`config.mk`:
```
export PLATFORM = sky130hd
export DESIGN_NAME = asc_ctrl
export DESIGN_NICKNAME = d
export VERILOG_FILES = /design/src/hdl/asc_pkg.sv /design/src/hdl/asc_ctrl.sv /design/src/hdl/asc_sync.sv
export SDC_FILE = /design/constraint.sdc
export NUM_CORES = 1
export LEC_CHECK = 0
export BUFFER_PORTS_ARGS = -buffer_cell sky130_fd_sc_hd__clkbuf_2
export CORE_MARGIN = 4
export CORE_UTILIZATION = 47
export CTS_BUF_LIST = sky130_fd_sc_hd__clkbuf_2 sky130_fd_sc_hd__clkbuf_4 sky130_fd_sc_hd__clkbuf_8
export DETAILED_ROUTE_END_ITERATION = 10
export PLACE_DENSITY = 0.74
export SLEW_MARGIN = 20
export SYNTH_ARGS = -nofsm -noshare
export SYNTH_HDL_FRONTEND = slang
export SYNTH_SLANG_ARGS = --single-unit
```
`constraint.sdc`:
```
create_clock -name i_mclk -period 3.45 [get_ports i_mclk]
set_clock_uncertainty 0.15 [all_clocks]
set_input_delay 0.69 -clock i_mclk [delete_from_list [all_inputs] [get_ports i_mclk]]
set_output_delay 0.69 -clock i_mclk [all_outputs]
set_load 0.05 [all_outputs]
```
`src/hdl/asc_pkg.sv`:
```
// Purpose: Constants for the asynchronous static memory controller.
// Assumes: 40 MHz controller clock, fastest memory speed grade.
// Notes: Times are in picoseconds; cycle counts derive from the clock period.
package asc_pkg;
  localparam int ASC_ADDR_W = 18;
  localparam int ASC_DATA_W = 16;
  localparam int ASC_LANE_W = 8;
  localparam int ASC_CLK_PS = 25000;
  localparam int ASC_TWC_PS = 10000;
  localparam int ASC_TWP_PS = 8000;
  localparam int ASC_TWHZ_PS = 6000;
  localparam int ASC_TDW_PS = 5000;
  localparam int ASC_TAA_PS = 10000;
  localparam int ASC_TOHZ_PS = 5000;
  localparam int ASC_TOW_PS = 3000;
  localparam int ASC_CNT_W = 4;
  // Least times round up to whole clock cycles.
  localparam int ASC_WP_RAW = (ASC_TWHZ_PS + ASC_TDW_PS + ASC_CLK_PS - 1) / ASC_CLK_PS;
  localparam int ASC_RD_RAW = (ASC_TAA_PS + ASC_CLK_PS - 1) / ASC_CLK_PS;
  localparam int ASC_TA_RAW = (ASC_TOHZ_PS + ASC_TOW_PS + ASC_CLK_PS - 1) / ASC_CLK_PS;
  localparam int ASC_CY_RAW = (ASC_TWC_PS + ASC_CLK_PS - 1) / ASC_CLK_PS;
  localparam logic [ASC_CNT_W-1:0] ASC_WP_CYC = ASC_CNT_W'(ASC_WP_RAW < 1 ? 1 : ASC_WP_RAW);
  localparam logic [ASC_CNT_W-1:0] ASC_RD_CYC = ASC_CNT_W'(ASC_RD_RAW < 1 ? 1 : ASC_RD_RAW);
  localparam logic [ASC_CNT_W-1:0] ASC_TA_CYC = ASC_CNT_W'(ASC_TA_RAW < 1 ? 1 : ASC_TA_RAW);
  localparam logic [ASC_CNT_W-1:0] ASC_CY_CYC = ASC_CNT_W'(ASC_CY_RAW < 1 ? 1 : ASC_CY_RAW);
  localparam logic [ASC_CNT_W-1:0] ASC_CNT_ZERO = 4'h0;
  localparam logic [ASC_CNT_W-1:0] ASC_CNT_ONE = 4'h1;
  typedef enum logic [2:0] {
    ASC_IDLE = 3'h0,
    ASC_SETUP = 3'h1,
    ASC_ACT = 3'h3,
    ASC_TURN = 3'h2
  } asc_state_t;
endpackage

```
`src/hdl/asc_ctrl.sv`:
```
// Purpose: Host controller driving a 256K x 16 asynchronous static memory.
// Assumes: 40 MHz clock, memory of the fastest speed grade or faster.
//   The data bus pins are split into an output, an enable and an input at the pad.
// Notes: One access at a time; request is taken only when ready is high.
//   A write takes four cycles and a read six, well above the memory's own cycle time.
//   Reset leaves stored data alone, since the memory itself has no reset.

`timescale 1ns/1ps
`default_nettype none

module asc_ctrl (
  // Clock and reset
  input wire logic i_mclk,
  input wire logic i_rst,

  // User request
  input wire logic i_req,
  input wire logic i_wr,
  input wire logic [asc_pkg::ASC_ADDR_W-1:0] i_addr,
  input wire logic [asc_pkg::ASC_DATA_W-1:0] i_wdata,
  input wire logic [1:0] i_lane_en,
  output logic o_ready,
  output logic o_rvalid,
  output logic [asc_pkg::ASC_DATA_W-1:0] o_rdata,

  // Memory pins
  output logic [asc_pkg::ASC_ADDR_W-1:0] o_word_address,
  output logic o_chip_select_n,
  output logic o_write_enable_n,
  output logic o_output_enable_n,
  output logic o_lower_lane_enable_n,
  output logic o_upper_lane_enable_n,
  output logic [asc_pkg::ASC_DATA_W-1:0] o_data_bus,
  output logic o_data_bus_oe,
  input wire logic [asc_pkg::ASC_DATA_W-1:0] i_data_bus
);
  import asc_pkg::*;

  typedef struct packed {
    asc_state_t st;
    logic [ASC_CNT_W-1:0] cnt;
    logic wr;
    logic [1:0] lane;
    logic ready;
    logic rvalid;
    logic [ASC_DATA_W-1:0] rdata;
    logic [ASC_ADDR_W-1:0] addr;
    logic cs_n;
    logic we_n;
    logic oe_n;
    logic lle_n;
    logic ule_n;
    logic [ASC_DATA_W-1:0] dout;
    logic doe;
  } asc_ctrl_st_t;

  // Every strobe rests high, so a reset leaves the memory deselected with its pins floating.
  localparam asc_ctrl_st_t ASC_CTRL_RST = '{
    st: ASC_IDLE,
    cnt: ASC_CNT_ZERO,
    wr: 1'b0,
    lane: 2'h0,
    ready: 1'b1,
    rvalid: 1'b0,
    rdata: '0,
    addr: '0,
    cs_n: 1'b1,
    we_n: 1'b1,
    oe_n: 1'b1,
    lle_n: 1'b1,
    ule_n: 1'b1,
    dout: '0,
    doe: 1'b0
  };

  asc_ctrl_st_t s_r;
  asc_ctrl_st_t s_nxt;
  logic [ASC_DATA_W-1:0] din_sync;
  wire logic take;
  wire logic [ASC_DATA_W-1:0] lane_rd;
  wire logic [1:0] lane_off_n;

  // The bus input is sampled after two stages; reads wait for it.
  asc_sync u_sync (
    .i_mclk(i_mclk),
    .i_rst(i_rst),
    .i_d(i_data_bus),
    .o_q(din_sync)
  );

  // A request with no lane enabled is dropped, as it could move no data.
  assign take = i_req && s_r.ready && (i_lane_en != 2'h0);

  // Disabled lanes read as zero so an undriven byte never reaches the user.
  for (genvar g = 0; g < ASC_DATA_W / ASC_LANE_W; g++) begin : g_lane
    assign lane_off_n[g] = ~s_r.lane[g];
    assign lane_rd[g*ASC_LANE_W +: ASC_LANE_W] = s_r.lane[g] ? din_sync[g*ASC_LANE_W +: ASC_LANE_W] : '0;
  end

  always_comb begin
    s_nxt = s_r;
    s_nxt.rvalid = 1'b0;

    unique case (s_r.st)
      ASC_IDLE: begin
        if (take) begin
          // Address and data are set first; strobes follow a cycle later.
          s_nxt.addr = i_addr;
          s_nxt.wr = i_wr;
          s_nxt.lane = i_lane_en;
          s_nxt.dout = i_wdata;
          s_nxt.ready = 1'b0;
          s_nxt.oe_n = 1'b1;
          s_nxt.st = ASC_SETUP;
        end
      end

      ASC_SETUP: begin
        // Select and lane enables fall with write enable on a write, keeping the memory's outputs off, or with output enable on a read.
        s_nxt.cs_n = 1'b0;
        s_nxt.lle_n = lane_off_n[0];
        s_nxt.ule_n = lane_off_n[1];

        if (s_r.wr) begin
          s_nxt.we_n = 1'b0;
          s_nxt.doe = 1'b1;
          s_nxt.cnt = ASC_WP_CYC;
        end else begin
          s_nxt.oe_n = 1'b0;
          // Two extra cycles cover the synchroniser, so the sampled word has settled.
          s_nxt.cnt = ASC_RD_CYC + ASC_CNT_ONE + ASC_CNT_ONE;
        end
        s_nxt.st = ASC_ACT;
      end

      ASC_ACT: begin
        if (s_r.cnt > ASC_CNT_ONE) begin
          s_nxt.cnt = s_r.cnt - ASC_CNT_ONE;
        end else begin
          if (s_r.wr) begin
            s_nxt.we_n = 1'b1;
          end else begin
            s_nxt.rvalid = 1'b1;
            s_nxt.rdata = lane_rd;
            s_nxt.oe_n = 1'b1;
          end

          // Address and data stay put as the strobes rise, which gives the memory its zero hold.
          s_nxt.cs_n = 1'b1;
          s_nxt.lle_n = 1'b1;
          s_nxt.ule_n = 1'b1;
          s_nxt.cnt = ASC_TA_CYC > ASC_CY_CYC ? ASC_TA_CYC : ASC_CY_CYC;
          s_nxt.st = ASC_TURN;
        end
      end

      ASC_TURN: begin
        // Write data is held one cycle past write enable rising.
        s_nxt.doe = 1'b0;

        if (s_r.cnt > ASC_CNT_ONE) begin
          s_nxt.cnt = s_r.cnt - ASC_CNT_ONE;
        end else begin
          s_nxt.cnt = ASC_CNT_ZERO;
          // Ready returns only once the controller has let go of the data bus.
          s_nxt.ready = 1'b1;
          s_nxt.st = ASC_IDLE;
        end
      end

      default: begin
        s_nxt.st = ASC_IDLE;
      end
    endcase
  end

  // Reset is synchronous and never touches the memory's contents.
  always_ff @(posedge i_mclk) begin
    if (i_rst) begin
      s_r <= ASC_CTRL_RST;
    end else begin
      s_r <= s_nxt;
    end
  end

  // Every output is a register bit, so no glitch reaches the memory pins.
  assign o_ready = s_r.ready;
  assign o_rvalid = s_r.rvalid;
  assign o_rdata = s_r.rdata;

  assign o_word_address = s_r.addr;
  assign o_chip_select_n = s_r.cs_n;
  assign o_write_enable_n = s_r.we_n;
  assign o_output_enable_n = s_r.oe_n;
  assign o_lower_lane_enable_n = s_r.lle_n;
  assign o_upper_lane_enable_n = s_r.ule_n;
  assign o_data_bus = s_r.dout;
  assign o_data_bus_oe = s_r.doe;

endmodule
`default_nettype wire

```
`src/hdl/asc_sync.sv`:
```
// Purpose: Two-stage synchroniser for the memory data bus inputs.
// Assumes: One clock domain.
// Notes: The first stage is read only by the second.
`timescale 1ns/1ps
`default_nettype none
module asc_sync (
  // Clock and reset
  input wire logic i_mclk,
  input wire logic i_rst,
  // Data
  input wire logic [asc_pkg::ASC_DATA_W-1:0] i_d,
  output logic [asc_pkg::ASC_DATA_W-1:0] o_q
);
  import asc_pkg::*;
  typedef struct packed {
    logic [ASC_DATA_W-1:0] s1;
    logic [ASC_DATA_W-1:0] s2;
  } asc_sync_st_t;
  asc_sync_st_t st_r;
  asc_sync_st_t st_nxt;
  always_comb begin
    st_nxt.s1 = i_d;
    st_nxt.s2 = st_r.s1;
  end
  always_ff @(posedge i_mclk) begin
    if (i_rst) begin
      st_r <= '0;
    end else begin
      st_r <= st_nxt;
    end
  end
  assign o_q = st_r.s2;
endmodule
`default_nettype wire

```
After elaboration in Yosys (flattened, before gate mapping)
Index checks and enable logic that the tools add are counted.
- add/sub/neg operators: 1
- multiply operators: 0
- div/mod/pow operators: 0
- $lt $le $gt $ge: 1
- eq/ne operators: 10
- shift operators: 0
- muxes and demuxes: 24
- bitwise logic cells: 5
- reductions and logical operators: 18
- operator list (operator ; count):
    $mux 17 ; 1
    $mux 8 ; 2
    $ne 2x2->1 const B ; 7
    $pmux 3 s4 ; 1
    $pmux 4 s3 ; 1
    $mux 3 ; 3
    $reduce_and 3->1 ; 3
    $mux 4 ; 2
    $pmux 2 s2 ; 2
    $reduce_bool 2->1 ; 4
    $mux 1 ; 7
    $eq 3x2->1 const B ; 2
    $reduce_and 2->1 ; 3
    $reduce_bool 3->1 ; 2
    $mux 5 ; 1
    $not 1->1 ; 5
    $reduce_and 5->1 ; 1
    $gt 4x1->1 const B ; 1
    $pmux 1 s2 ; 2
    $reduce_and 4->1 ; 1
    $sub 4x1->4 const B ; 1
    $eq 3x1->1 const B ; 1
    $logic_not 3->1 ; 1
    $pmux 1 s3 ; 1
    other kinds (3) ; 4
- bits in registers: 100
- latch bits: 0
- bits in writable memories: 0
- bits in read-only memories: 0
- input port bits: 56
- memories kept: 0

Longest topological paths before layout
Gate-level depths: netlist of run 1.
- depth after elaboration: 4
- mapped depth: 8

By module
From an unflattened synthesis of run 1, not the netlist that was laid out.
- cell total of the unflattened synthesis: 442
- area, all modules: 4185.3 um^2
- by module, submodules not included (module ; instances ; cells each ; area an instance (um^2) ; sequential area each (um^2)):
    asc_ctrl ; 1 ; 375 ; 3321.9 ; 1341.3
    asc_sync ; 1 ; 67 ; 863.3 ; 640.6

Worst setup path before layout of run 1
Ideal clock, no wire load.
- path kind: reg-to-reg
- from: reg s_r (netlist bit o_ready)
- to: reg s_r (netlist bit o_data_bus[15])
- library setup time: 0.135 ns
- arrival time: 1.602 ns
- setup slack: 1.563 ns
- cell stages (with the launch flop): 7
- buffers on the path: 2
- cell sequence: dfxtp_1 -> o211ai_2 -> or3_1 -> buf_4 -> buf_6 -> nand2_1 -> a21oi_1
- longest elaborated chain between the ends: 3
- ends and longest elaborated chain (what ; RTL line ; RTL):
    start, declared ; asc_ctrl.sv:76 ; asc_ctrl_st_t s_r;
    start signal, assigned ; asc_ctrl.sv:182 ; s_r <= s_nxt;
    $logic_and 1x1->1 (2 in series) ; asc_ctrl.sv:92 ; assign take = i_req && s_r.ready && (i_lane_en != 2'h0);
    $reduce_and 2->1 (no source line) ; - ;
Every way passes these cells.
A chain may end at the register's enable or synchronous reset.

Worst setup path after layout of run 1
- from: reg s_r[66] (netlist bit)
- to: reg s_r (netlist bit o_rdata[3])
- longest elaborated chain between the ends: 2
- ends and longest elaborated chain (what ; RTL line ; RTL):
    $eq 3x2->1 ; asc_ctrl.sv:104 ; unique case (s_r.st)
    $reduce_and 3->1 (no source line) ; - ;
Every way passes these cells.

==> impl_metrics.env, run 1 <==
export IMPL_status="completed"
export IMPL_synth_area_top_cells="sky130_fd_sc_hd__dfxtp_1, sky130_fd_sc_hd__buf_4, sky130_fd_sc_hd__nand2_1"
export IMPL_cts_hold_buf=0
export IMPL_async_reset_ff_frac=0
export IMPL_tritoncts="built"
export IMPL_timing_final_crit_share=0.6160
export IMPL_timing_final_crit_period_ns=2.125
export IMPL_cts_buffer_depth=2
export IMPL_placement_rows=32
export IMPL_antenna_diode_count=0
export IMPL_finalWeightedCongestion=0.7798
export IMPL_timing_hold_worst_class="flip-flop to flip-flop"
export IMPL_syn_instance_count=427
export IMPL_worst_setup_timing_slack_at_the_placement_stage_ns=0.8686
export IMPL_total_leakage_power_nw=1.780
export IMPL_timing_critical_path_required_ns=3.59
export IMPL_synth_edff_count=0
export IMPL_synth_area_um2=3875
export IMPL_cts_root_buffer="sky130_fd_sc_hd__clkbuf_8"
export IMPL_post_cts_buffers=0
export IMPL_num_nets_final=535
export IMPL_io_port_bufs=113
export IMPL_start_util=0.4913
export IMPL_setup_violations_final=0
export IMPL_clock_latency_of_the_later_clocked_register_in_the_worst_skew_pair_ns=0.37
export IMPL_slack_of_the_critical_path_ns=1.325
export IMPL_timing_setup_critical_path_class="flip-flop to flip-flop"
export IMPL_yosysMostFrequentCell="sky130_fd_sc_hd__dfxtp_1"
export IMPL_finalPower_mw=2.413
export IMPL_slew_at_the_pin_closest_to_its_max_slew_limit_ns=1.025
export IMPL_area_growth_synth_to_final_pct=9.525
export IMPL_fmax_mhz=470.5
export IMPL_cts_repair_resized=0
export IMPL_regToRegEndpoint="o_rdata[3]"
export IMPL_max_slew_margin_rel=0.3165
export IMPL_global_router_s_overall_resource_usage=0.1553
export IMPL_drt_wirelength_per_cell_um=12.38
export IMPL_power_per_cell_area_nw_per_um2=568.6
export IMPL_cts_htree_levels=3
export IMPL_synth_seq_cells=99
export IMPL_antenna_violating_nets_post_route=0
export IMPL_avgViaCountPerCell=4.731
export IMPL_io_pins=114
export IMPL_synth_largest_area_cell="sky130_fd_sc_hd__dfxtp_1"
export IMPL_route_vias_total=2763
export IMPL_detail_route_drc_violations=0
export IMPL_yosys_area_share_simple=0.2167
export IMPL_drive_above_1_share=0.3216
export IMPL_ff2ff_setup_slack_ns=1.32
export IMPL_register_clock_pin_slew_on_the_reported_worst_setup_and_hold_paths_ns=0.10
export IMPL_die_y_um=98.80
export IMPL_synth_main_ff_cell="sky130_fd_sc_hd__dfxtp_1"
export IMPL_count_of_distinct_cell_types_in_the_synthesized_netlist=34
export IMPL_synth_area_mux_share=0.005166
export IMPL_hold_violations=0
export IMPL_wirelength_um=7230
export IMPL_place_hpwl_um=5002
export IMPL_irDropWorstVdd_uv=213.5
export IMPL_r2r_start="s_r[66]"
export IMPL_synth_seq_area_share=0.5115
export IMPL_number_of_global_route_vias_before_repair=2664
export IMPL_grt_start_max_net_pins=101
export IMPL_tritoncts_num_sinks=99
export IMPL_crit_path_start="s_r[66]"
export IMPL_yosys_warnings=0
export IMPL_rr_worst_depth=4
export IMPL_unrepaired_setup_endpoints_after_global_routing="false"
export IMPL_yosys_area_top_type_share=0.5115
export IMPL_die_width_um=98.80
export IMPL_dieArea_um2=9761
export IMPL_fin_tns_setup_ns=0
export IMPL_crit_fanout=16
export IMPL_min_delay_worst_endpoint="u_sync.o_q[1]"
export IMPL_synth_compound_area_frac=0.1201
export IMPL_total_of_max_cap_violations=0
export IMPL_grt_pass1_wl_um=12410
export IMPL_arrival_ns=2.27
export IMPL_maxSlewViolCount=0
export IMPL_drtPass1Iterations=4
export IMPL_cts_made_buffers=9
export IMPL_total_nets_after_synthesis=485
export IMPL_placeableCoreArea_um2=7888
export IMPL_grt_ovfl_total=0
export IMPL_grt_antenna_before_repair=0
export IMPL_worst_setup_path_start_kind="flip-flop"
export IMPL_hold_path_depth=1
export IMPL_syn_avg_cell_area_um2=9.075
export IMPL_dominant_combinational_cell_family_by_area_after_synthesis="simple AND/OR/NAND/NOR gates"
export IMPL_timing_hold_worst_start="u_sync.st_nxt[1]"
export IMPL_drt_first_iter_violations=64
export IMPL_critical_path_endpoint_type="flip-flop"
export IMPL_yosys_area_share_xor_xnor=0
export IMPL_synth_top_cells_by_count="sky130_fd_sc_hd__dfxtp_1, sky130_fd_sc_hd__nand2_1, sky130_fd_sc_hd__buf_4"
export IMPL_synth_adder_area_share=0.006458
[layer usage]
metal / part of all wire / global-route usage / up-vias
li1: - / - / 1437
met5: 0 / 0 / -
met3: 0.070 / 0.04459 / 10
met1: 0.44 / 0.1957 / 1232
met2: 0.47 / 0.2500 / 84
met4: 0.016 / 0.06303 / 0
[state kept, by name, summed over array words and instances, names as in the netlist]
signal and cells:
o_upper_lane_enable_n 1, o_word_address 18, o_data_bus_oe 1, o_lower_lane_enable_n 1, o_write_enable_n 1, o_chip_select_n 1, s_r 9, o_rdata 16
u_sync.o_q 16, o_ready 1, u_sync.st_nxt 16, o_data_bus 16, o_rvalid 1, o_output_enable_n 1
[layout by cell type, fill, tap and decap left out, types with 2 or more instances in the layout]
master	instances
sky130_fd_sc_hd__inv_8	3
sky130_fd_sc_hd__o21bai_1	2
sky130_fd_sc_hd__nand3_1	6
sky130_fd_sc_hd__dfxtp_1	99
sky130_fd_sc_hd__a21o_1	5
sky130_fd_sc_hd__a21oi_1	51
sky130_fd_sc_hd__clkbuf_2	112
sky130_fd_sc_hd__nand2_1	97
sky130_fd_sc_hd__nor3_1	2
sky130_fd_sc_hd__nor2b_1	32
sky130_fd_sc_hd__nand3_2	10
sky130_fd_sc_hd__a21oi_2	10
sky130_fd_sc_hd__a31oi_1	2
sky130_fd_sc_hd__nand2b_1	2
sky130_fd_sc_hd__ha_1	2
sky130_fd_sc_hd__nor2_1	11
sky130_fd_sc_hd__clkbuf_8	9
sky130_fd_sc_hd__mux2i_1	2
sky130_fd_sc_hd__inv_1	4
sky130_fd_sc_hd__or3_1	2
sky130_fd_sc_hd__buf_4	2
sky130_fd_sc_hd__clkinv_4	4
[how the worst max path moves through the flow]
stage / end / slack, ns / depth (start not counted)
finish: o_rdata[3] / 1.32 / 4
global route: o_rdata[2] / 1.16 / 4
CTS: o_data_bus[13] / 1.25 / 3
detailed placement: o_data_bus[13] / 0.87 / 5
global placement: o_word_address[10] / 0.97 / 5
floorplan: o_data_bus[15] / 1.56 / 6
[kinds of logic (layout without fill, tap and decap cells)]
| kind of cell | Yosys count | after routing |
|---|---|---|
| and+or+nand+nor | 169 | 169 |
| DFF | 99 | 99 |
| muxes | 2 | 2 |
| AOI/OAI and AO/OA | 76 | 76 |
| adders and majority gates | 2 | 2 |
| buffers and inverters | 79 | 134 |
[per-stage QoR]
stage	instances	instance area (um2)	hold slack, ns	utilization
5_1_grt	584	4244	0.3138	0.5381
3_3_place_gp	568	4050	0.2672	0.5135
4_1_cts	584	4243	0.2953	0.5379
2_1_floorplan	427	3875	0.2638	-
6_report	584	4244	0.2936	0.5381
3_5_place_dp	568	4050	0.2718	0.5135
[final cells by class]
cell class / count / area [um2]
multi-input cells: 249 / 1351
clock buffers: 9 / 123.9
flip-flops and latches: 99 / 1982
inverters: 4 / 15.01
repair buffers: 114 / 575.6
well taps: 102 / 127.6
fillers: 729 / 3643
clock inverters: 7 / 68.82
[report_power, final]
group          total [mW]  internal (mW)  switching (mW)
Clock               0.713          0.282           0.431
Combinational       0.432          0.129           0.303
Sequential           1.27           1.21          0.0548
[worst max-delay path, cell delays in order (launching register included)]
cell	delay, ns
sky130_fd_sc_hd__dfxtp_1	0.62
sky130_fd_sc_hd__and2b_1	0.24
sky130_fd_sc_hd__and4b_1	0.74
sky130_fd_sc_hd__nand3_1	0.15
sky130_fd_sc_hd__a21oi_1	0.16
Note: power is estimated with default switching activity, not from simulation.
==> run 2: changes to the inputs <==
ABC_AREA = 1   (was unset)
clock period = 2.2 ns   (was 3.45 ns; I/O delays follow)
==> run 2 against run 1 <==
Worst hold slack got worse by 0.17 ns. Non-clock buffer count increased by 4. Die area decreased by 0.48%. Largest cell class unchanged. Highest routed layer unchanged.
==> impl_metrics.env, run 2 <==
export IMPL_crit_buf_inv=2
export IMPL_r2r_start="s_r[61]"
export IMPL_tritoncts="built"
export IMPL_num_nets_final=591
export IMPL_hold_violations=0
export IMPL_io_pins=114
export IMPL_crit_path_start="s_r[61]"
export IMPL_critPathMostFrequentCell="sky130_fd_sc_hd__inv_1"
export IMPL_timing_final_crit_period_ns=1.735
export IMPL_max_slew_margin_rel=0.5089
export IMPL_slack_of_the_critical_path_ns=0.4653
export IMPL_timing_hold_worst_class="primary input to flip-flop"
export IMPL_total_leakage_power_nw=1.960
export IMPL_grt_start_max_net_pins=76
export IMPL_placement_rows=32
export IMPL_wirelength_um=7640
export IMPL_multiInputGateArea_um2=1189
export IMPL_drtPass1Iterations=4
export IMPL_detail_route_drc_violations=0
export IMPL_syn_avg_cell_area_um2=8.031
export IMPL_cts_root_buffer="sky130_fd_sc_hd__clkbuf_8"
export IMPL_synth_main_ff_cell="sky130_fd_sc_hd__dfxtp_1"
export IMPL_drt_first_iter_violations=120
export IMPL_clock_latency_of_the_later_clocked_register_in_the_worst_skew_pair_ns=0.35
export IMPL_synth_seq_area_share=0.5141
export IMPL_timing_final_crit_share=0.7885
export IMPL_regToRegEndpoint="o_rdata[3]"
export IMPL_cts_hold_buf=0
export IMPL_timing_critical_path_required_ns=2.32
export IMPL_power_per_cell_area_nw_per_um2=892.9
export IMPL_number_of_global_route_vias_before_repair=2890
export IMPL_fin_tns_setup_ns=0
export IMPL_die_width_um=98.57
export IMPL_io_port_bufs=113
export IMPL_cts_repair_resized=0
export IMPL_final_util=0.5424
export IMPL_count_of_distinct_cell_types_in_the_synthesized_netlist=21
export IMPL_die_y_um=98.57
export IMPL_hold_worst_slack_ns=0.1257
export IMPL_crit_fanout=17
export IMPL_antenna_violating_nets_post_route=0
export IMPL_layout_filler_cells=776
export IMPL_start_util=0.4912
export IMPL_crit_slowest_cell="sky130_fd_sc_hd__dfxtp_1"
export IMPL_yosys_area_top_type_share=0.5141
export IMPL_arrival_ns=1.86
export IMPL_grt_antenna_before_repair=0
export IMPL_finalWeightedCongestion=0.7731
export IMPL_total_nets_after_synthesis=538
export IMPL_max_stage_delay_ns=0.35
export IMPL_crit_path_cell_trace="inv_1, ha_1, inv_1, nand2_1, nand2_2, nor2_4, nand3_2, o21ai_0"
export IMPL_total_of_max_cap_violations=0
export IMPL_irDropWorstVdd_uv=317.4
export IMPL_crit_cells=8
export IMPL_synth_area_um2=3855
export IMPL_largest_reg_flops=18
export IMPL_antenna_diode_count=0
export IMPL_worst_setup_path_start_kind="flip-flop"
export IMPL_avgViaCountPerCell=4.650
export IMPL_post_cts_buffers=0
export IMPL_tritoncts_num_sinks=99
export IMPL_setup_violations_final=0
export IMPL_register_clock_pin_slew_on_the_reported_worst_setup_and_hold_paths_ns=0.09
export IMPL_grt_pass1_wl_um=13080
export IMPL_rr_worst_depth=8
export IMPL_grt_ovfl_total=0
export IMPL_area_growth_synth_to_final_pct=10.42
export IMPL_synth_area_top_cells="sky130_fd_sc_hd__dfxtp_1, sky130_fd_sc_hd__buf_4, sky130_fd_sc_hd__nand2_1"
export IMPL_maxSlewViolCount=0
export IMPL_yosysMostFrequentCell="sky130_fd_sc_hd__dfxtp_1"
export IMPL_cts_made_buffers=9
export IMPL_syn_instance_count=480
export IMPL_final_cell_mix="sky130_fd_sc_hd__clkbuf_2, sky130_fd_sc_hd__dfxtp_1, sky130_fd_sc_hd__nand2_1, sky130_fd_sc_hd__nand3_1, sky130_fd_sc_hd__inv_1"
export IMPL_layout_cells_most_common="sky130_fd_sc_hd__clkbuf_2"
export IMPL_unrepaired_setup_endpoints_after_global_routing="false"
export IMPL_fmax_mhz=576.5
export IMPL_timing_setup_critical_path_class="flip-flop to flip-flop"
export IMPL_synth_seq_cells=99
export IMPL_drt_wirelength_per_cell_um=11.94
export IMPL_setup_worst_path_end="o_rdata[3]"
export IMPL_route_vias_total=2976
export IMPL_cts_buffer_depth=2
export IMPL_slew_at_the_pin_closest_to_its_max_slew_limit_ns=0.7366
export IMPL_synth_largest_area_cell="sky130_fd_sc_hd__dfxtp_1"
export IMPL_dieArea_um2=9715
export IMPL_place_hpwl_um=5501
export IMPL_worst_path_dominant_cell_family="simple AND/OR/NAND/NOR gates"
export IMPL_synth_top_cells_by_count="sky130_fd_sc_hd__dfxtp_1, sky130_fd_sc_hd__nand2_1, sky130_fd_sc_hd__nand3_1"
export IMPL_status="completed"
export IMPL_synth_edff_count=0
export IMPL_async_reset_ff_frac=0
export IMPL_cts_htree_levels=3
export IMPL_drive_above_1_share=0.2639
export IMPL_critical_path_endpoint_type="flip-flop"
export IMPL_worst_setup_timing_slack_at_the_placement_stage_ns=0.4712
export IMPL_ff2ff_setup_slack_ns=0.47
export IMPL_sequential_cell_area_um2=1982
export IMPL_yosys_warnings=0
export IMPL_finalPower_mw=3.801
export IMPL_global_router_s_overall_resource_usage=0.1626
export IMPL_placeableCoreArea_um2=7848
[run 2: cell families (layout without fill, tap and decap cells)]
kind of cell               after synthesis  in the layout  share of synthesized area
adders and majority gates                2              2                   0.006490
and+or+nand+nor                        189            189                     0.2136
buffers and inverters                  123            181                     0.1775
DFF                                     99             99                     0.5141
AOI/OAI and AO/OA                       67             67                    0.08828
[run 2: layout make-up]
type | instances | share of cell area
Multi-Input combinational cell | 258 | 0.2792
Clock inverter | 4 | 0.006173
Timing Repair Buffer | 118 | 0.1417
Sequential cell | 99 | 0.4656
Inverter | 47 | 0.04145
Clock buffer | 12 | 0.03586
Tap cell | 102 | 0.02998
[run 2: routing by layer]
layer	track usage	vias up	routed length, um	part of all wire
met5	0	-	0	0
met4	0.07563	0	98	0.013
met3	0.03185	6	372	0.049
met2	0.2834	71	3879	0.51
met1	0.1921	1331	3290	0.43
li1	-	1568	-	-
[run 2: worst min-delay path: stages]
cell,delay (ns)
sky130_fd_sc_hd__clkbuf_2,0.08
sky130_fd_sc_hd__inv_1,0.04
sky130_fd_sc_hd__nor2_1,0.03
[run 2: metrics by stage]
step | instances | instance area [um2]
after floorplan | 480 | 3855
after global placement | 624 | 4078
after detailed placement | 624 | 4078
after CTS | 640 | 4257
after global routing | 640 | 4257
final | 640 | 4257
[run 2: power by group]
group	leakage [nW]	internal, mW	switching [mW]	total [mW]
logic	1.06	0.207	0.565	0.771
clock network	0.0932	0.467	0.580	1.05
registers	0.811	1.91	0.0742	1.98
[run 2: worst min-delay path by stage]
| stage | cells after the start | slack (ns) | start | end |
|---|---|---|---|---|
| 2_1_floorplan | 2 | 0.24 | u_sync.st_nxt[0] | u_sync.o_q[0] |
| 3_3_place_gp | 2 | 0.24 | u_sync.st_nxt[14] | u_sync.o_q[14] |
| 3_5_place_dp | 2 | 0.24 | u_sync.st_nxt[11] | u_sync.o_q[11] |
| 4_1_cts | 3 | 0.10 | i_data_bus[0] | u_sync.st_nxt[0] |
| 5_1_grt | 3 | 0.12 | i_data_bus[9] | u_sync.st_nxt[9] |
| 6_report | 3 | 0.13 | i_data_bus[0] | u_sync.st_nxt[0] |
